===== src/memdec_pkg.sv =====
// memory-space decode constants: program map, data map, stack, pointers
// assumes: single clock domain, byte-wide core data path
package memdec_pkg;
    localparam logic [15:0] PROG_SPACE_LAST = 16'hFFFF;
    localparam logic [15:0] FLASH_LAST_8K = 16'h1FFF;
    localparam logic [15:0] FLASH_LAST_4K = 16'h0FFF;
    localparam logic [15:0] FLASH_LAST_2K = 16'h07FF;
    localparam logic [7:0] UPPER_HALF_START = 8'h80;
    localparam logic [7:0] BIT_AREA_BASE = 8'h20;
    localparam logic [7:0] BIT_AREA_LAST = 8'h2F;
    localparam logic [7:0] BANK_AREA_LAST = 8'h1F;
    localparam logic [7:0] STACK_RESET = 8'h07;
    localparam logic [7:0] BYTE_RESET = 8'h00;
    localparam int BANK_SEL_LOW_POS = 3;
    localparam int BANK_SEL_HIGH_POS = 4;
    localparam int IRAM_WORDS = 256;
    localparam int EXTERNAL_DATA_RAM_WORDS = 256;

    typedef enum logic [1:0]
    {
        TGT_IRAM = 2'b00,
        TGT_SPECIAL = 2'b01
    } data_target_t;

    typedef enum logic [1:0]
    {
        IDLE_ST = 2'b00,
        PUSH_INC_ST = 2'b01
    } stack_state_t;
endpackage


===== src/mem_port_if.sv =====
// ram port bundle between decoder and its storage arrays
// assumes: same clock as the decoder
interface mem_port_if;
    logic we;
    logic [7:0] addr;
    logic [7:0] wdata;
    logic [7:0] rdata;
    modport ctrl (output we, output addr, output wdata, input rdata);
    modport mem (input we, input addr, input wdata, output rdata);
endinterface


===== src/byte_ram.sv =====
// 256 x 8 single-port ram with registered read data
// assumes: synchronous write, read data valid one cycle after address
module byte_ram #(
    parameter int WORDS = 256
) (
    input wire logic i_clk, // system clock
    mem_port_if.mem port    // access port
);
    logic [7:0] mem_r [WORDS];
    logic [7:0] rdata_r;

    always_ff @(posedge i_clk)
    begin
        if (port.we)
        begin
            mem_r[port.addr] <= port.wdata;
        end
        rdata_r <= mem_r[port.addr];
    end

    assign port.rdata = rdata_r;
endmodule


===== src/memory_space_decoder.sv =====
// memory-space decoder: flash map, internal ram, banks, bits, stack, ext ram
// assumes: core drives one access per cycle; read data one cycle later
//
// Behaviour
// - 64 kB program space, only flash implemented
// - flash contiguous from zero, size per variant
// - top flash byte is lock; above reserved
// - code reads flash; ext writes redirect when configured
// - ext moves go to ext ram by default
// - 512 bytes ram: 256 internal, 256 external
// - lower 128 bytes direct and indirect
// - upper half: direct to special, indirect ram
// - 0x00-0x1F four banks, one active
// - only registers zero and one index
// - bit address is 8*(byte-0x20)+bit
// - bit or byte access from operand type
// - push writes sp+1 then increments sp
// - stack pointer resets to 0x07
// - stack anywhere in 256-byte ram
// - 256-byte ext ram via both forms
// - ext ram ignores address high byte
// - data pointer 16-bit, byte-writable halves
// - 8-bit form uses register zero/one
// - ext location zero may clear on reset
// - ext ram usable without setup
// - bank bits 00..11 select 0x00..0x18
module memory_space_decoder #(
    parameter logic [15:0] FLASH_LAST = memdec_pkg::FLASH_LAST_8K
) (
    input wire logic i_clk,             // system clock
    input wire logic i_rst,             // async reset, high
    input wire logic [15:0] i_code_addr, // code_read_move address
    output logic o_code_in_flash,       // address maps onto flash
    output logic o_code_is_lock,        // address is lock byte
    output logic [15:0] o_flash_addr,   // flash cell address
    input wire logic i_data_req,        // internal data access
    input wire logic i_data_we,         // write strobe
    input wire logic i_data_indirect,   // indirect addressing
    input wire logic i_data_bit,        // bit operand
    input wire logic [7:0] i_data_addr, // direct/bit address
    input wire logic i_ptr_sel,         // index register one
    input wire logic [7:0] i_data_wdata, // write data
    input wire logic i_bit_wdata,       // bit write value
    output logic [7:0] o_data_rdata,    // byte read data
    output logic o_bit_rdata,           // bit read data
    output logic o_special_req,         // direct upper-half access
    output logic [7:0] o_special_addr,  // special register address
    input wire logic [1:0] i_bank_sel,  // bank_select_high, bank_select_low
    input wire logic i_push,            // push request
    input wire logic [7:0] i_push_data, // value to push
    input wire logic i_pop,             // pop request
    input wire logic i_sp_we,           // stack_pointer write
    input wire logic [7:0] i_sp_wdata,  // stack_pointer value
    output logic [7:0] o_stack_pointer, // current stack_pointer
    input wire logic i_dph_we,          // data_pointer_high write
    input wire logic i_dpl_we,          // data_pointer_low write
    input wire logic [7:0] i_dp_wdata,  // data pointer byte
    output logic [15:0] o_data_pointer, // current data_pointer
    input wire logic i_ext_req,         // ext_data_move access
    input wire logic i_ext_we,          // ext write
    input wire logic i_ext_use_dp,      // 16-bit form
    input wire logic [7:0] i_ext_wdata, // ext write data
    input wire logic i_flash_redirect,  // ext writes to flash
    output logic [7:0] o_ext_rdata,     // ext read data
    output logic o_flash_wr_req,        // redirected flash write
    output logic [15:0] o_flash_wr_addr, // flash write address
    output logic [7:0] o_flash_wr_data  // flash write data
);
    // ********************************
    // program space map
    // ********************************
    always_comb
    begin
        o_code_in_flash = (i_code_addr <= FLASH_LAST);
        o_code_is_lock = (i_code_addr == FLASH_LAST);
        o_flash_addr = o_code_in_flash ? i_code_addr : 16'h0000;
    end

    // ********************************
    // pointers and bank state
    // ********************************
    logic [7:0] sp_r, sp_nxt;
    logic [15:0] dp_r, dp_nxt;
    memdec_pkg::stack_state_t st_r, st_nxt;

    function automatic logic [7:0] bank_reg(input logic [1:0] bank, input logic [2:0] idx);
        bank_reg = {3'h0, bank, idx};
    endfunction

    // replace one bit of a byte, for the bit write-back
    function automatic logic [7:0] bit_merge(input logic [7:0] old, input logic [2:0] pos,
        input logic val);
        bit_merge = old;
        bit_merge[pos] = val;
    endfunction

    // ********************************
    // internal ram decode
    // ********************************
    mem_port_if iram_p ();
    mem_port_if external_data_ram_p ();
    logic bit_wr_r, bit_wr_nxt;
    logic bit_wval_r, bit_wval_nxt;
    logic [7:0] bit_addr_r, bit_addr_nxt;
    logic [7:0] byte_addr;
    logic [2:0] bit_pos_r, bit_pos_nxt;
    logic bit_rd_r, bit_rd_nxt;
    logic direct_upper;
    logic [7:0] bit_byte;
    logic [7:0] idx_addr;

    // index registers live in ram but are not read from it; cache last written values
    logic [7:0] idx_r [4][2];
    logic [7:0] idx_nxt [4][2];

    always_comb
    begin
        idx_addr = idx_r[i_bank_sel][i_ptr_sel];
        bit_byte = memdec_pkg::BIT_AREA_BASE + {4'h0, i_data_addr[6:3]};
        direct_upper = i_data_req && !i_data_indirect && !i_data_bit
            && (i_data_addr >= memdec_pkg::UPPER_HALF_START);
        if (i_data_bit)
        begin
            byte_addr = bit_byte;
        end
        else if (i_data_indirect)
        begin
            byte_addr = idx_addr;
        end
        else
        begin
            byte_addr = i_data_addr;
        end
        o_special_req = direct_upper;
        o_special_addr = direct_upper ? i_data_addr : 8'h00;
    end

    always_comb
    begin
        iram_p.we = 1'b0;
        iram_p.addr = byte_addr;
        iram_p.wdata = i_data_wdata;
        sp_nxt = sp_r;
        st_nxt = st_r;
        bit_pos_nxt = bit_pos_r;
        bit_rd_nxt = bit_rd_r;
        bit_wr_nxt = 1'b0;
        bit_wval_nxt = bit_wval_r;
        bit_addr_nxt = bit_addr_r;
        idx_nxt = idx_r;
        unique case (st_r)
            memdec_pkg::IDLE_ST:
            begin
                // write-back cycle of a bit write: push, pop and internal ram data requests are dropped
                if (bit_wr_r)
                begin
                    iram_p.we = 1'b1;
                    iram_p.addr = bit_addr_r;
                    iram_p.wdata = bit_merge(iram_p.rdata, bit_pos_r, bit_wval_r);
                end
                else if (i_push)
                begin
                    iram_p.we = 1'b1;
                    iram_p.addr = sp_r + 8'h01;
                    iram_p.wdata = i_push_data;
                    st_nxt = memdec_pkg::PUSH_INC_ST;
                end
                else if (i_pop)
                begin
                    iram_p.addr = sp_r;
                    sp_nxt = sp_r - 8'h01;
                end
                else if (i_data_req && !direct_upper)
                begin
                    bit_pos_nxt = i_data_addr[2:0];
                    bit_rd_nxt = i_data_bit;
                    iram_p.we = i_data_we && !i_data_bit;
                    bit_wr_nxt = i_data_we && i_data_bit;
                    bit_addr_nxt = byte_addr;
                    bit_wval_nxt = i_bit_wdata;
                end
            end
            memdec_pkg::PUSH_INC_ST:
            begin
                sp_nxt = sp_r + 8'h01;
                st_nxt = memdec_pkg::IDLE_ST;
            end
        endcase
        if (i_sp_we)
        begin
            sp_nxt = i_sp_wdata;
        end
        // keep the index cache in step with writes to registers zero and one
        if (iram_p.we && iram_p.addr == bank_reg(iram_p.addr[4:3], {2'b00, iram_p.addr[0]}))
        begin
            idx_nxt[iram_p.addr[4:3]][iram_p.addr[0]] = iram_p.wdata;
        end
    end

    // ********************************
    // external ram and data pointer
    // ********************************
    logic [15:0] ext_full;
    logic fl_req_nxt, fl_req_r;
    logic [15:0] fl_addr_r, fl_addr_nxt;
    logic [7:0] fl_data_r, fl_data_nxt;

    always_comb
    begin
        dp_nxt = dp_r;
        if (i_dph_we)
        begin
            dp_nxt[15:8] = i_dp_wdata;
        end
        if (i_dpl_we)
        begin
            dp_nxt[7:0] = i_dp_wdata;
        end
    end

    always_comb
    begin
        ext_full = i_ext_use_dp ? dp_r : {8'h00, idx_addr};
        external_data_ram_p.addr = ext_full[7:0];
        external_data_ram_p.wdata = i_ext_wdata;
        external_data_ram_p.we = i_ext_req && i_ext_we && !i_flash_redirect;
        fl_req_nxt = i_ext_req && i_ext_we && i_flash_redirect;
        fl_addr_nxt = fl_req_nxt ? ext_full : fl_addr_r;
        fl_data_nxt = fl_req_nxt ? i_ext_wdata : fl_data_r;
    end

    // ********************************
    // register stages
    // ********************************
    always_ff @(posedge i_clk or posedge i_rst)
    begin
        if (i_rst)
        begin
            sp_r <= memdec_pkg::STACK_RESET;
            st_r <= memdec_pkg::IDLE_ST;
            bit_pos_r <= 3'h0;
            bit_rd_r <= 1'b0;
            bit_wr_r <= 1'b0;
            bit_wval_r <= 1'b0;
            bit_addr_r <= memdec_pkg::BYTE_RESET;
            idx_r <= '{default: memdec_pkg::BYTE_RESET};
        end
        else
        begin
            sp_r <= sp_nxt;
            st_r <= st_nxt;
            bit_pos_r <= bit_pos_nxt;
            bit_rd_r <= bit_rd_nxt;
            bit_wr_r <= bit_wr_nxt;
            bit_wval_r <= bit_wval_nxt;
            bit_addr_r <= bit_addr_nxt;
            idx_r <= idx_nxt;
        end
    end

    always_ff @(posedge i_clk or posedge i_rst)
    begin
        if (i_rst)
        begin
            dp_r <= 16'h0000;
        end
        else
        begin
            dp_r <= dp_nxt;
        end
    end

    always_ff @(posedge i_clk or posedge i_rst)
    begin
        if (i_rst)
        begin
            fl_req_r <= 1'b0;
            fl_addr_r <= 16'h0000;
            fl_data_r <= memdec_pkg::BYTE_RESET;
        end
        else
        begin
            fl_req_r <= fl_req_nxt;
            fl_addr_r <= fl_addr_nxt;
            fl_data_r <= fl_data_nxt;
        end
    end

    byte_ram #(.WORDS(memdec_pkg::IRAM_WORDS)) iram_u (.i_clk(i_clk), .port(iram_p));
    // ext ram is not cleared on reset, so location zero keeps its value
    byte_ram #(.WORDS(memdec_pkg::EXTERNAL_DATA_RAM_WORDS)) external_data_ram_u (.i_clk(i_clk), .port(external_data_ram_p));

    // ********************************
    // outputs
    // ********************************
    // bit read shows the addressed bit of the byte read one cycle back
    assign o_data_rdata = iram_p.rdata;
    assign o_bit_rdata = bit_rd_r ? iram_p.rdata[bit_pos_r] : 1'b0;
    assign o_stack_pointer = sp_r;
    assign o_data_pointer = dp_r;
    assign o_ext_rdata = external_data_ram_p.rdata;
    assign o_flash_wr_req = fl_req_r;
    assign o_flash_wr_addr = fl_addr_r;
    assign o_flash_wr_data = fl_data_r;
endmodule


===== config.mk =====
export PLATFORM = sky130hd
export DESIGN_NAME = memory_space_decoder
export DESIGN_NICKNAME = d
export VERILOG_FILES = /design/src/memdec_pkg.sv /design/src/mem_port_if.sv /design/src/byte_ram.sv /design/src/memory_space_decoder.sv
export SDC_FILE = /design/constraint.sdc
export NUM_CORES = 2
export LEC_CHECK = 0
export BUFFER_PORTS_ARGS = -buffer_cell sky130_fd_sc_hd__buf_2
export CAP_MARGIN = 5
export CORE_MARGIN = 1.5
export CORE_UTILIZATION = 67
export CTS_CLUSTER_DIAMETER = 50
export DETAILED_ROUTE_END_ITERATION = 8
export PLACE_DENSITY = 0.86
export SYNTH_ARGS = -nofsm -noshare
export SYNTH_HDL_FRONTEND = slang
export SYNTH_HIERARCHICAL = 1
export SYNTH_SLANG_ARGS = --single-unit

===== constraint.sdc =====
create_clock -name i_clk -period 13.8 [get_ports i_clk]
set_clock_uncertainty 0.05 [all_clocks]
set_input_delay 2.07 -clock i_clk [delete_from_list [all_inputs] [get_ports i_clk]]
set_output_delay 2.07 -clock i_clk [all_outputs]
set_load 0.05 [all_outputs]

==> parameters.txt <==
Parameter                              Value

Clocking
  Total clock buffers created by CTS ... 402
  Clock slew seen by the registers of the worst setup and hold paths ... 70 ps
  Clock tree from TritonCTS ... done
  Clock Root Buffer ... clkbuf_16
  Clock sink count ... 4240
  Later-pin clock latency in the skew report ... 1000 ps
  Number of resized instances in the post-cts repair step ... 0
  Clk buf depth ... 4
  H-tree levels ... 5
  Count of hold-fix buffers inserted at cts ... 0
  Post-CTS setup repair buffer count ... 0

Synth
  Cell Area, Synth ... 164100 um2
  Gate count after technology mapping ... 7747
  Register area share after synthesis ... 0.7709
  Proportion of register bits with asynchronous set or reset after synthesis ... 0.03019
  Seq cells post-synth ... 4240
  Synthesis Warnings ... 6
  Count of flip-flops with a built-in enable after synthesis ... 4096
  Netlist cell types ... 68
  Main synth FF type ... edfxtp_1
  Average footprint of a synthesized cell ... 21.19 um2

Floorplan
  Floorplan row count ... 181
  Die outline width ... 498.0 um
  I/O pin cnt ... 176
  Core Footprint ... 243500 um2
  Vertical die dimension ... 498.0 um
  Area of the die ... 248000 um2
  Initial cell density of the core ... 0.6742

Outcome
  Status ... complete, but fails checks
  Failing checks ... capacitance limit, slew limit

Timing
  Final min period ... 7967 ps
  Unrepaired setup endpoints after global routing ... no
  Fin crit share ... 0.5774
  Final Hold Fails ... 0
  Setup tns final ... 0 ps
  Maximum clock frequency ... 0.1255 GHz
  Worst relative slew slack ... -0.06926
  Number of failing setup endpoints in the final timing report ... 0
  Count of final max-slew check failures ... 134
  Slew at the pin closest to its max-slew limit ... 1604 ps

Min path
  Hold WC Path Type ... flip-flop to flip-flop

Route
  Mean number of vias per cell ... 7.942
  Remaining antenna violation count after routing ... 0
  # DRC ... 0
  Aggregate routed wire length ... 492500 um
  Drt first-iter violations ... 18500
  WL per Instance ... 42.82 um
  Number of detailed-route iterations in the first pass ... 7
  Routed vias ... 91350

Worst setup path
  Maximum cell stage delay along the critical path ... 1020 ps
  Buf+Inv Stages, Crit Path ... 4
  Startpoint class of the critical path ... primary input
  Arrival time at the worst endpoint ... 8710 ps
  Startpoint-to-endpoint class of the critical path ... primary input to flip-flop
  Critical path's top delay family ... buffers and inverters
  Largest fanout of any net on the critical path ... 158
  Slowest cell on the critical path ... o41ai_1
  Flop-to-flop setup slack ... 6480 ps
  Required arrival time at the worst endpoint ... 14540 ps
  Sequence of cells on the critical path ... buf_2 > mux2i_1 > nand3b_1 > nand4_1 > a22oi_2 > buf_12 > buf_4 > buf_12 > mux4_2 > a22oi_1 > a21oi_1 > o41ai_1 > nand4_1
  Crit. End Element ... flip-flop

GRT
  Aggregate global-route resource usage ... 0.3996
  Global-route wire length before repair ... 694900 um
  Number of global-route vias before repair ... 91800
  Remaining Overflow, GRT ... 0
  Maximum number of pins on one net before global-route repair ... 265
  Number of antenna violations at the first check in global routing ... 22

Placement
  Placed wire-length estimate after detailed placement ... 235100 um
  Number of I/O port buffers ... 172
  Final RePlAce weighted congestion ... 0.8375
  Cell Area, Placed ... 168300 um2

Finish
  Synthesis-to-finish area growth ... 10.40%
  Share of layout cells above drive strength 1 ... 0.2555
  Finished Cell Area ... 181200 um2
  Final core utilization ... 0.7443
  Number of nets in the layout ... 8067
  Total of fill cells in the finished design ... 11230

Power and ir drop
  Leakage Power ... 56.07 nW
  Power density over the cells ... 161.0 nW/um2
  Worst supply voltage drop on vdd ... 169.8 uV

Flow run
  Max-capacitance violation count ... 2
==> power by group <==
group          switching [mW]  internal, mW  total [mW]
clock                    5.00          6.14        11.1
combinational            2.36          1.21        3.57
sequential              0.146          14.3        14.5
total                    7.50          21.7        29.2
==> final timing paths <==
path / cells past startpoint / end / startpoint
worst max-delay path: 13 / iram_u/port.rdata[5] / i_bank_sel[0]
worst min-delay path: 1 / idx_r[50] / idx_r[50]
worst max register to register: 14 / iram_u/port.rdata[5] / o_stack_pointer[0]
worst min register to register: 1 / idx_r[50] / idx_r[50]
max in group asynchronous: 3 / st_r[0] / i_rst
min in group asynchronous: 2 / o_data_pointer[2] / i_rst
==> logic make-up (layout without fill, tap and decap cells) <==
logic type / after synthesis / count (layout) / synth area share
DFF: 4240 / 4240 / 0.7709
muxes: 1167 / 1167 / 0.1509
AOI/OAI and AO/OA: 941 / 941 / 0.03884
and+or+nand+nor: 859 / 859 / 0.02336
buffers and inverters: 526 / 1070 / 0.01525
xor gates and xnor gates: 11 / 11 / 0.0005870
adders and majority gates: 2 / 2 / 0.0001524
other: 1 / 10 / 0.00002285
==> cells in the final DEF (no fill, tap or decap), types with 24 or more instances in the layout <==
master	synthesis	final
buf_4	36	134
nor3_1	72	60
o41ai_1	64	54
nand3_1	36	32
bufinv_16	0	33
nand2_1	124	119
clkinv_2	0	70
mux4_2	1033	1033
a22oi_1	524	523
nor2_1	498	494
a21oi_1	272	272
dfrtp_1	125	124
edfxtp_1	4096	4096
clkbuf_1	316	65
mux2i_1	24	24
clkbuf_16	0	413
buf_2	78	168
clkinv_1	0	91
mux2_2	102	102
o21ai_0	33	28
==> cells in the mapped netlist (33+ instances only) <==
cell      instances  area share
nand3_1          36      0.0011
o21ai_0          33      0.0010
mux4_2         1033        0.14
edfxtp_1       4096        0.75
o41ai_1          64      0.0034
a22oi_1         524       0.024
buf_1            41     0.00094
a21oi_1         272      0.0083
clkbuf_1        316      0.0072
mux2_2          102      0.0070
nor2_1          498       0.011
buf_6            37      0.0025
nand2_1         124      0.0028
dfrtp_1         125       0.019
buf_4            36      0.0016
buf_2            78      0.0024
nor3_1           72      0.0022
==> flip-flops by register name (all words and copies together) (netlist names), 3 cells and up <==
name                            count
idx_r                              64
o_data_pointer                     16
iram_u/port.rdata                   8
bit_addr_r                          8
external_data_ram_u/port.rdata      8
bit_pos_r                           3
external_data_ram_u/mem_r        2048
o_flash_wr_addr                    16
o_stack_pointer                     8
iram_u/mem_r                     2048
o_flash_wr_data                     8
==> metal layers <==
layer / wire, um / GRT usage
met1: 140500 / 0.4831
met2: 241100 / 0.6488
met3: 67290 / 0.09392
met4: 43470 / 0.2683
met5: 165 / 0
==> area by class of cell <==
type | count | area [um2] | share of cell area
tap | 3202 | 4006 | 0.02211
clock inverter | 226 | 1989 | 0.01098
multi-input combinational | 2983 | 35470 | 0.1958
timing repair buffer | 339 | 2401 | 0.01325
inverter | 16 | 62.56 | 0.0003453
sequential | 4240 | 126500 | 0.6983
clock buffer | 489 | 10720 | 0.05917
antenna | 7 | 17.52 | 0.00009667
==> stage by stage <==
| step | instances | worst slack, ps | total power [mW] | hold WS (ps) |
|---|---|---|---|---|
| finish | 11500 | 5833 | 29.17 | 454.5 |
| detailed placement | 10760 | 5373 | 17.98 | 425.5 |
| global route | 11500 | 5823 | 29.61 | 466.2 |
| global placement | 10760 | 5428 | 17.85 | 408.7 |
| floorplan | 7749 | 2999 | 16.94 | 425.2 |
| CTS | 11480 | 6115 | 29.02 | 455.6 |
Power figures use the tool's default switching activity.
